$ cat src/shared/pin_routing_defines.svh
// offsets, field positions, reset values and select codes of the pin routing registers
`ifndef PIN_ROUTING_DEFINES_SVH
`define PIN_ROUTING_DEFINES_SVH

// ----------------------------------------------------------------------------
// register offsets
// ----------------------------------------------------------------------------
`define OFS_CLOCK_SOURCE 8'h11
`define OFS_DATA_SOURCE 8'h12
`define OFS_PDM_ROUTING 8'h13
`define OFS_CONFIG_FIVE 8'h14

// ----------------------------------------------------------------------------
// reset values and writable masks
// ----------------------------------------------------------------------------
`define RST_CLOCK_SOURCE 8'h80
`define RST_DATA_SOURCE 8'h00
`define RST_PDM_ROUTING 8'h00
`define RST_CONFIG_FIVE 8'h00
`define MASK_CLOCK_SOURCE 8'hFE
`define MASK_DATA_SOURCE 8'hFC
`define MASK_PDM_ROUTING 8'hFF
`define MASK_CONFIG_FIVE 8'hFF

// ----------------------------------------------------------------------------
// field positions
// ----------------------------------------------------------------------------
`define BIT_PRIMARY_INPUT_ENABLE 7
`define FLD_FRAME_SYNC_HI 6
`define FLD_FRAME_SYNC_LO 4
`define FLD_BIT_CLOCK_HI 3
`define FLD_BIT_CLOCK_LO 1
`define FLD_DATA_ONE_HI 7
`define FLD_DATA_ONE_LO 5
`define FLD_DATA_TWO_HI 4
`define FLD_DATA_TWO_LO 2
`define BIT_CHANNEL_ONE_TYPE 7
`define BIT_CHANNEL_TWO_TYPE 6
`define BIT_FIRST_LINE_EDGE 5
`define BIT_SECOND_LINE_EDGE 4
`define FLD_FIRST_LINE_HI 3
`define FLD_FIRST_LINE_LO 2
`define FLD_SECOND_LINE_HI 1
`define FLD_SECOND_LINE_LO 0

// ----------------------------------------------------------------------------
// source select codes
// ----------------------------------------------------------------------------
`define SRC_OFF 3'h0
`define SRC_PIN_ONE 3'h1
`define SRC_PIN_TWO 3'h2
`define SRC_INPUT_PIN 3'h3
`define SRC_SERIAL_OUT 3'h4
`define SRC_PRIMARY 3'h5

`endif

$ cat src/shared/pin_routing_pkg.sv
// state types shared by the pin routing modules
package pin_routing_pkg;

  // ----------------------------------------------------------------------------
  // pdm capture state
  // ----------------------------------------------------------------------------
  typedef struct packed {
    logic clock_prev;
    logic first_bit;
    logic first_valid;
    logic second_bit;
    logic second_valid;
  } capture_state_s;

  // ----------------------------------------------------------------------------
  // routing block state
  // ----------------------------------------------------------------------------
  typedef struct packed {
    logic [7:0] secondary_port_clock_source;
    logic [7:0] secondary_port_data_source;
    logic [7:0] pdm_input_routing;
    logic [7:0] interface_config_five;
    logic [7:0] reg_rdata;
    logic primary_data;
    logic secondary_frame_sync;
    logic secondary_bit_clock;
    logic secondary_data;
    logic secondary_second_data;
    logic secondary_port_active;
    logic [3:0] pdm_bit;
    logic [3:0] pdm_valid;
  } routing_state_s;

endpackage : pin_routing_pkg

$ cat src/rtl/audio_port_pin_routing.sv
// routing of multipurpose pins to the secondary serial port and pdm record channels
//
// What this block does
// - primary serial input data passes only while its enable bit is one; resets one
// - frame sync source: 0 off, 1-3 general pins, 5 primary frame sync
// - bit clock source: 0 off, 1-3 general pins, 5 primary bit clock
// - reserved bits read zero; writes to them are dropped
// - data source: 0 off, 1-3 general pins, 4 serial output, 5 primary data
// - second data source uses the same encoding as the first
// - record channel one is pdm only while its type bit is one
// - record channel two is pdm only while its type bit is one
// - first line edge bit swaps which pdm clock edge feeds channels one, two
// - second line edge bit swaps which pdm clock edge feeds channels three, four
// - first pdm line source: 0 off, 1-3 general pins
// - second pdm line source: 0 off, 1-3 general pins
// - secondary port stays inactive while its disable input is one
`timescale 1ns/1ps
`include "pin_routing_defines.svh"

module audio_port_pin_routing (
  // clock, reset, enable
  input wire logic clock,
  input wire logic rst,
  input wire logic ce,
  // register port
  input wire logic [7:0] reg_addr,
  input wire logic [7:0] reg_wdata,
  input wire logic reg_write,
  input wire logic reg_read,
  output logic [7:0] reg_rdata,
  // secondary port disable level from the serial port control
  input wire logic secondary_port_disable,
  // multipurpose pins
  input wire logic general_pin_one,
  input wire logic general_pin_two,
  input wire logic general_input_pin,
  input wire logic serial_output_pin,
  input wire logic pdm_clock_pin,
  // primary serial port pins
  input wire logic primary_frame_sync_pin,
  input wire logic primary_bit_clock_pin,
  input wire logic primary_data_pin,
  // routed primary data
  output logic primary_data,
  // routed secondary serial port signals
  output logic secondary_port_active,
  output logic secondary_frame_sync,
  output logic secondary_bit_clock,
  output logic secondary_data,
  output logic secondary_second_data,
  // pdm record channels, bit and one-cycle valid per channel
  output logic [3:0] pdm_bit,
  output logic [3:0] pdm_valid
);

  // ----------------------------------------------------------------------------
  // pin synchronisation
  // ----------------------------------------------------------------------------
  localparam int PIN_COUNT = 8;

  logic [PIN_COUNT-1:0] raw_pins;
  logic [PIN_COUNT-1:0] sync_pins;
  logic pin_one_s;
  logic pin_two_s;
  logic input_pin_s;
  logic serial_out_s;
  logic pdm_clock_s;
  logic frame_sync_s;
  logic bit_clock_s;
  logic data_s;

  // pins gathered so one synchroniser instance covers them all
  assign raw_pins = {primary_data_pin, primary_bit_clock_pin, primary_frame_sync_pin,
                     pdm_clock_pin, serial_output_pin, general_input_pin,
                     general_pin_two, general_pin_one};

  pin_sync #(
    .WIDTH(PIN_COUNT)
  ) u_pin_sync (
    .clock(clock),
    .rst(rst),
    .ce(ce),
    .pin_in(raw_pins),
    .pin_out(sync_pins)
  );

  assign pin_one_s = sync_pins[0];
  assign pin_two_s = sync_pins[1];
  assign input_pin_s = sync_pins[2];
  assign serial_out_s = sync_pins[3];
  assign pdm_clock_s = sync_pins[4];
  assign frame_sync_s = sync_pins[5];
  assign bit_clock_s = sync_pins[6];
  assign data_s = sync_pins[7];

  // the disable level comes from logic on this clock, so it is read directly

  // ----------------------------------------------------------------------------
  // state
  // ----------------------------------------------------------------------------
  pin_routing_pkg::routing_state_s state;
  pin_routing_pkg::routing_state_s next_state;

  // ----------------------------------------------------------------------------
  // source selection
  // ----------------------------------------------------------------------------
  // any unlisted code falls to zero so a reserved setting routes nothing
  function automatic logic pick_source(
    input logic [2:0] code,
    input logic allow_serial_out,
    input logic primary_level
  );
    logic result;
    result = 1'b0;
    unique case (code)
      `SRC_PIN_ONE: result = pin_one_s;
      `SRC_PIN_TWO: result = pin_two_s;
      `SRC_INPUT_PIN: result = input_pin_s;
      `SRC_SERIAL_OUT: result = allow_serial_out & serial_out_s;
      `SRC_PRIMARY: result = primary_level;
      default: result = 1'b0;
    endcase
    return result;
  endfunction : pick_source

  logic [2:0] frame_sync_code;
  logic [2:0] bit_clock_code;
  logic [2:0] data_one_code;
  logic [2:0] data_two_code;
  logic [1:0] first_line_code;
  logic [1:0] second_line_code;
  logic first_line_data;
  logic second_line_data;
  logic first_line_on;
  logic second_line_on;
  logic clocks_selected;

  // field extraction from the stored registers
  always_comb begin
    frame_sync_code = state.secondary_port_clock_source[`FLD_FRAME_SYNC_HI:`FLD_FRAME_SYNC_LO];
    bit_clock_code = state.secondary_port_clock_source[`FLD_BIT_CLOCK_HI:`FLD_BIT_CLOCK_LO];
    data_one_code = state.secondary_port_data_source[`FLD_DATA_ONE_HI:`FLD_DATA_ONE_LO];
    data_two_code = state.secondary_port_data_source[`FLD_DATA_TWO_HI:`FLD_DATA_TWO_LO];
    first_line_code = state.pdm_input_routing[`FLD_FIRST_LINE_HI:`FLD_FIRST_LINE_LO];
    second_line_code = state.pdm_input_routing[`FLD_SECOND_LINE_HI:`FLD_SECOND_LINE_LO];
  end

  // pdm line sources; code zero leaves the line off and quiet
  always_comb begin
    first_line_on = (first_line_code != 2'h0);
    second_line_on = (second_line_code != 2'h0);
    first_line_data = pick_source({1'b0, first_line_code}, 1'b0, 1'b0);
    second_line_data = pick_source({1'b0, second_line_code}, 1'b0, 1'b0);
  end

  // the port needs both clock sources on legal codes; a code of zero or a
  // reserved code on either one disables the whole secondary port
  always_comb begin
    clocks_selected = 1'b1;
    unique case (frame_sync_code)
      `SRC_PIN_ONE, `SRC_PIN_TWO, `SRC_INPUT_PIN, `SRC_PRIMARY: clocks_selected = 1'b1;
      default: clocks_selected = 1'b0;
    endcase
    unique case (bit_clock_code)
      `SRC_PIN_ONE, `SRC_PIN_TWO, `SRC_INPUT_PIN, `SRC_PRIMARY: begin
        clocks_selected = clocks_selected;
      end
      default: clocks_selected = 1'b0;
    endcase
  end

  // ----------------------------------------------------------------------------
  // pdm capture, one instance per data line
  // ----------------------------------------------------------------------------
  logic [3:0] cap_bit;
  logic [3:0] cap_valid;

  pdm_edge_capture u_first_line (
    .clock(clock),
    .rst(rst),
    .ce(ce),
    .pdm_clock(pdm_clock_s),
    .pdm_data(first_line_data),
    .line_enable(first_line_on),
    .edge_select(state.pdm_input_routing[`BIT_FIRST_LINE_EDGE]),
    .first_bit(cap_bit[0]),
    .first_valid(cap_valid[0]),
    .second_bit(cap_bit[1]),
    .second_valid(cap_valid[1])
  );

  pdm_edge_capture u_second_line (
    .clock(clock),
    .rst(rst),
    .ce(ce),
    .pdm_clock(pdm_clock_s),
    .pdm_data(second_line_data),
    .line_enable(second_line_on),
    .edge_select(state.pdm_input_routing[`BIT_SECOND_LINE_EDGE]),
    .first_bit(cap_bit[2]),
    .first_valid(cap_valid[2]),
    .second_bit(cap_bit[3]),
    .second_valid(cap_valid[3])
  );

  // ----------------------------------------------------------------------------
  // next state
  // ----------------------------------------------------------------------------
  logic port_on;
  logic [3:0] channel_type;

  always_comb begin
    next_state = state;

    // register writes keep reserved bits at zero
    if (reg_write) begin
      unique case (reg_addr)
        `OFS_CLOCK_SOURCE: begin
          next_state.secondary_port_clock_source = reg_wdata & `MASK_CLOCK_SOURCE;
        end
        `OFS_DATA_SOURCE: begin
          next_state.secondary_port_data_source = reg_wdata & `MASK_DATA_SOURCE;
        end
        `OFS_PDM_ROUTING: begin
          next_state.pdm_input_routing = reg_wdata & `MASK_PDM_ROUTING;
        end
        `OFS_CONFIG_FIVE: begin
          next_state.interface_config_five = reg_wdata & `MASK_CONFIG_FIVE;
        end
        default: begin
          next_state.interface_config_five = state.interface_config_five; // unmapped
        end
      endcase
    end

    // read data is captured on the read strobe; unmapped offsets read zero
    if (reg_read) begin
      unique case (reg_addr)
        `OFS_CLOCK_SOURCE: next_state.reg_rdata = state.secondary_port_clock_source;
        `OFS_DATA_SOURCE: next_state.reg_rdata = state.secondary_port_data_source;
        `OFS_PDM_ROUTING: next_state.reg_rdata = state.pdm_input_routing;
        `OFS_CONFIG_FIVE: next_state.reg_rdata = state.interface_config_five;
        default: next_state.reg_rdata = 8'h00;
      endcase
    end

    // primary data follows its pin only while enabled, else held low
    next_state.primary_data = state.secondary_port_clock_source[`BIT_PRIMARY_INPUT_ENABLE]
                              & data_s;

    // secondary port runs only when enabled and both clocks have a source
    port_on = ~secondary_port_disable & clocks_selected;
    next_state.secondary_port_active = port_on;
    next_state.secondary_frame_sync = port_on
                                      & pick_source(frame_sync_code, 1'b0, frame_sync_s);
    next_state.secondary_bit_clock = port_on
                                     & pick_source(bit_clock_code, 1'b0, bit_clock_s);
    // data routing; primary choice follows the primary enable gate
    next_state.secondary_data = port_on
      & pick_source(data_one_code, 1'b1, next_state.primary_data);
    next_state.secondary_second_data = port_on
      & pick_source(data_two_code, 1'b1, next_state.primary_data);

    // channels one and two pass only when typed as pdm; three, four always
    channel_type = {2'b11,
                    state.pdm_input_routing[`BIT_CHANNEL_TWO_TYPE],
                    state.pdm_input_routing[`BIT_CHANNEL_ONE_TYPE]};
    next_state.pdm_bit = cap_bit & channel_type;
    next_state.pdm_valid = cap_valid & channel_type;
  end

  // ----------------------------------------------------------------------------
  // state register
  // ----------------------------------------------------------------------------
  always_ff @(posedge clock) begin
    if (rst) begin
      state <= '0;
      state.secondary_port_clock_source <= `RST_CLOCK_SOURCE;
      state.secondary_port_data_source <= `RST_DATA_SOURCE;
      state.pdm_input_routing <= `RST_PDM_ROUTING;
      state.interface_config_five <= `RST_CONFIG_FIVE;
    end else if (ce) begin
      state <= next_state;
    end
  end

  // ----------------------------------------------------------------------------
  // outputs straight from the state flops
  // ----------------------------------------------------------------------------
  assign reg_rdata = state.reg_rdata;
  assign primary_data = state.primary_data;
  assign secondary_port_active = state.secondary_port_active;
  assign secondary_frame_sync = state.secondary_frame_sync;
  assign secondary_bit_clock = state.secondary_bit_clock;
  assign secondary_data = state.secondary_data;
  assign secondary_second_data = state.secondary_second_data;
  assign pdm_bit = state.pdm_bit;
  assign pdm_valid = state.pdm_valid;

endmodule : audio_port_pin_routing

$ cat src/rtl/pin_sync.sv
// two-flop synchroniser for a group of pin inputs
`timescale 1ns/1ps

module pin_sync #(
  parameter int WIDTH = 8
) (
  // clock, reset, enable
  input wire logic clock,
  input wire logic rst,
  input wire logic ce,
  // asynchronous pins in, synchronised levels out
  input wire logic [WIDTH-1:0] pin_in,
  output logic [WIDTH-1:0] pin_out
);

  logic [WIDTH-1:0] stage_one;

  // ----------------------------------------------------------------------------
  // per-bit flop pair; the first stage feeds only the second
  // ----------------------------------------------------------------------------
  for (genvar i = 0; i < WIDTH; i++) begin : g_bit
    always_ff @(posedge clock) begin
      if (rst) begin
        stage_one[i] <= 1'b0;
        pin_out[i] <= 1'b0;
      end else if (ce) begin
        stage_one[i] <= pin_in[i];
        pin_out[i] <= stage_one[i];
      end
    end
  end

endmodule : pin_sync

$ cat src/rtl/pdm_edge_capture.sv
// latches one pdm data line on both pdm clock edges into two channels
`timescale 1ns/1ps

module pdm_edge_capture (
  // clock, reset, enable
  input wire logic clock,
  input wire logic rst,
  input wire logic ce,
  // synchronised pdm clock and data, line configuration
  input wire logic pdm_clock,
  input wire logic pdm_data,
  input wire logic line_enable,
  input wire logic edge_select,
  // captured channels, valid pulses one cycle long
  output logic first_bit,
  output logic first_valid,
  output logic second_bit,
  output logic second_valid
);

  pin_routing_pkg::capture_state_s state;
  pin_routing_pkg::capture_state_s next_state;

  logic rise;
  logic fall;
  logic first_edge;
  logic second_edge;

  // ----------------------------------------------------------------------------
  // edge detect on the synchronised clock; edge_select swaps the channel edges
  // ----------------------------------------------------------------------------
  always_comb begin
    rise = pdm_clock & ~state.clock_prev;
    fall = ~pdm_clock & state.clock_prev;
    first_edge = edge_select ? rise : fall;
    second_edge = edge_select ? fall : rise;
    next_state = state;
    next_state.clock_prev = pdm_clock;
    next_state.first_valid = line_enable & first_edge;
    next_state.second_valid = line_enable & second_edge;
    if (line_enable && first_edge) begin
      next_state.first_bit = pdm_data;
    end
    if (line_enable && second_edge) begin
      next_state.second_bit = pdm_data;
    end
    if (!line_enable) begin
      next_state.first_bit = 1'b0; // quiet level while the line is off
      next_state.second_bit = 1'b0;
    end
  end

  always_ff @(posedge clock) begin
    if (rst) begin
      state <= '0;
    end else if (ce) begin
      state <= next_state;
    end
  end

  assign first_bit = state.first_bit;
  assign first_valid = state.first_valid;
  assign second_bit = state.second_bit;
  assign second_valid = state.second_valid;

endmodule : pdm_edge_capture

$ cat config.mk
export PLATFORM = sky130hd
export DESIGN_NAME = audio_port_pin_routing
export DESIGN_NICKNAME = d
export VERILOG_FILES = /design/src/shared/pin_routing_pkg.sv /design/src/rtl/audio_port_pin_routing.sv /design/src/rtl/pin_sync.sv /design/src/rtl/pdm_edge_capture.sv
export VERILOG_INCLUDE_DIRS = /design/src /design/src/shared
export SDC_FILE = /design/constraint.sdc
export NUM_CORES = 1
export LEC_CHECK = 0
export BUFFER_PORTS_ARGS = -buffer_cell sky130_fd_sc_hd__buf_2
export CAP_MARGIN = 5
export CORE_ASPECT_RATIO = 1.2
export CORE_MARGIN = 2
export CORE_UTILIZATION = 51
export CTS_CLUSTER_SIZE = 10
export DETAILED_ROUTE_END_ITERATION = 10
export GPL_TIMING_DRIVEN = 0
export PLACE_DENSITY = 0.75
export REMOVE_ABC_BUFFERS = 1
export SYNTH_ARGS = -nofsm -noshare
export SYNTH_HDL_FRONTEND = slang
export SYNTH_SLANG_ARGS = --single-unit
export TNS_END_PERCENT = 50
$ cat constraint.sdc
create_clock -name clock -period 1.6 [get_ports clock]
set_input_delay 0.16 -clock clock [delete_from_list [all_inputs] [get_ports clock]]
set_output_delay 0.16 -clock clock [all_outputs]
set_load 0.02 [all_outputs]
==> impl_metrics.env <==
export IMPL_switching_share=0.222
export IMPL_finalHoldViolations=0
export IMPL_max_stage_delay_ps=510
export IMPL_via_per_inst=5.40
export IMPL_yosysSeqAreaShare=0.438
export IMPL_post_route_cell_area_um2=3900
export IMPL_crit_type="primary input to flip-flop"
export IMPL_cp_data_arrival_time_ps=1690
export IMPL_combPwrFrac=0.060
export IMPL_cp_max_fo=19
export IMPL_drive_gt1_frac=0.189
export IMPL_seqPwrFrac=0.526
export IMPL_drtPass1Iterations=4
export IMPL_synth_edff_count=0
export IMPL_hpwl_um=4980
export IMPL_path_clk_slew_ps=80
export IMPL_grt_pass1_wl_um=11900
export IMPL_io_pins=52
export IMPL_yosysUniqueCellTypes=36
export IMPL_cp_end_kind="flip-flop"
export IMPL_worst_path_buf_inv=1
export IMPL_drv_cap=0
export IMPL_diodes=0
export IMPL_slew_headroom=0.486
export IMPL_syn_inst=378
export IMPL_fp_row_count=32
export IMPL_status="completed"
export IMPL_initial_core_util=0.532
export IMPL_die_w_um=79.3
export IMPL_synthMostInstantiatedCell="dfxtp_1"
export IMPL_wl_um=7150
export IMPL_max_freq_mhz=675
export IMPL_leakage_uw=0.00156
export IMPL_p_sw_uw=814
export IMPL_die_h_um=94.4
export IMPL_power_density_nw_per_um2=939
export IMPL_grt_pass1_vias=2564
export IMPL_cts_sinks=76
export IMPL_ys_ff_latch=76
export IMPL_start_kind="primary input"
export IMPL_placed_area_um2=3630
export IMPL_pwr_share_clk=0.414
export IMPL_num_fill_cells=605
export IMPL_ant_nets=0
export IMPL_root_buffer="clkbuf_8"
export IMPL_cp_data_required_time_ps=1810
export IMPL_rsz0062_at_grt="false"
export IMPL_min_path_type="primary input to flip-flop"
export IMPL_p_int_uw=2850
export IMPL_syn_to_final_growth_pct=12.5
export IMPL_crit_slowest_cell="or3b_2"
export IMPL_syn_cell_area_um2=3470
export IMPL_timing_final_crit_share=0.925
export IMPL_skew_ps=5.90
export IMPL_p_total_uw=3670
export IMPL_dominantRegCellSynth="dfxtp_1"
export IMPL_syn_avg_cell_area_um2=9.18
export IMPL_worst_slew_pin_slew_ps=772
export IMPL_async_reset_ff_frac=0
export IMPL_gp_congestion=0.814
export IMPL_cts_tree="built"
export IMPL_synthTopCellsByCount="dfxtp_1 (76), mux2i_1 (70), nor2_1 (63), nand2_1 (26), a21oi_1 (20)"
export IMPL_drc=0
export IMPL_worstPathCellList="buf_4 -> or3b_2 -> nor4_4 -> mux2i_1 -> nor2_1"
export IMPL_synth_top_area_cell="dfxtp_1"
export IMPL_drt_iter0_markers=143
export IMPL_synth_top_area_frac=0.438
export IMPL_setup_viol=0
export IMPL_grt_usage=0.208
export IMPL_grt_ovfl_total=0
export IMPL_clkLatencyLatePin_ps=340
export IMPL_path_delay_family="simple AND/OR/NAND/NOR gates"
export IMPL_io_buffers=51
export IMPL_cts_buffer_depth=2
export IMPL_final_nets=438
export IMPL_numCtsBuffers=9
export IMPL_synth_top_cells_by_area="dfxtp_1 (44%), mux2i_1 (20%), nor2_1 (6.8%)"
export IMPL_finalMaxSlewViolations=0
export IMPL_antenna_found_initial=0
export IMPL_die_area_um2=7480
export IMPL_vias=2686
export IMPL_htreeDepth=3
export IMPL_routedWlPerCell_um=14.4
export IMPL_grt_max_degree=73
export IMPL_ir_drop_mv=0.573
export IMPL_min_period_ps=1480
export IMPL_yosys_warnings=0
export IMPL_coreArea_um2=6530
==> routing by layer <==
metal | share of wire | wire (µm) | global-route usage
met5 | 0 | 0 | 0
met1 | 0.44 | 3170 | 0.239
met3 | 0.051 | 361 | 0.0535
met4 | 0.023 | 161 | 0.106
met2 | 0.48 | 3450 | 0.355
==> worst register-to-register path, stage by stage, from the launching register on <==
cell and delay (ps):
dfxtp_1 460, nor2_1 90, a2111oi_2 340, nand3b_1 210, o21ai_0 190
==> state kept, by name (all words and copies together) (netlist names), 2 cells and up <==
name	cells
state	11
reg_rdata	8
u_pin_sync.pin_out	8
u_pin_sync.stage_one	8
pdm_bit	4
pdm_valid	4
bit_clock_code	3
data_one_code	3
data_two_code	3
frame_sync_code	3
channel_type	2
first_line_code	2
second_line_code	2
==> cells in the final DEF (no fill, tap or decap), types with 3 or more instances in the layout <==
master and instances:
a21oi_1 20, buf_2 48, clkbuf_8 9, clkinv_2 5
dfxtp_1 76, inv_1 5, mux2i_1 70, nand2_1 26
nand2b_1 10, nand3_1 5, nand3b_1 12, nor2_1 63
nor2b_1 4, nor3_1 3, nor4_4 3, o21ai_0 18
o22ai_1 7
==> logic make-up (layout without fill, tap and decap cells) <==
group           after synthesis  count (layout)  synth area share
mux                          70              70             0.202
buf+inv                      40              74            0.0634
flops                        76              76             0.438
compound gates               57              57            0.0955
simple gates                135             135             0.201
==> stage by stage <==
stage | cells | hold WS (ps) | setup TNS (ps) | utilization | setup WS [ps]
6_report | 497 | 47.8 | 0 | 0.598 | 119
3_5_place_dp | 480 | 401 | -30570 | 0.557 | -987
5_1_grt | 497 | 47.8 | 0 | 0.598 | 31.2
2_1_floorplan | 344 | 229 | 0 | - | 3.63
4_1_cts | 497 | 39.5 | 0 | 0.596 | 42.5
3_3_place_gp | 480 | 394 | -28500 | 0.557 | -942
==> final cells by class <==
type | instances | area, µm² | area share
Timing Repair Buffer | 53 | 307 | 0.0785
Inverter | 6 | 23.8 | 0.00609
Sequential cell | 76 | 1520 | 0.390
Tap cell | 85 | 106 | 0.0272
Clock inverter | 6 | 80.1 | 0.0205
Clock buffer | 9 | 124 | 0.0317
Multi-Input combinational cell | 262 | 1740 | 0.446
==> worst paths after layout <==
kind | cells after the start | slack [ps] | end | startpoint
setup / recovery | 5 | 120 | data_one_code[0] | reg_addr[1]
hold / removal | 3 | 50 | u_pin_sync.stage_one[7] | primary_data_pin
setup reg to reg | 4 | 240 | secondary_second_data | bit_clock_code[1]
hold reg to reg | 2 | 460 | reg_rdata[6] | reg_rdata[6]
==> power groups by stage <==
stage / Clock, µW / Sequential [µW] / Combinational [µW]
floorplan: 0 / 1970 / 93.4
global placement: 0 / 1970 / 212
detailed placement: 0 / 1970 / 216
CTS: 1550 / 1930 / 218
global route: 1630 / 1930 / 243
finish: 1520 / 1930 / 220
==> timing repair <==
item                                    4_1_cts  5_1_grt
setup buffers                                 2        0
hold buffers                                  0        0
endpoints found under the setup margin       34       20
pin swaps                                     2        0
resized for setup                             4        4
No activity file was read; power rests on OpenSTA's default activity.
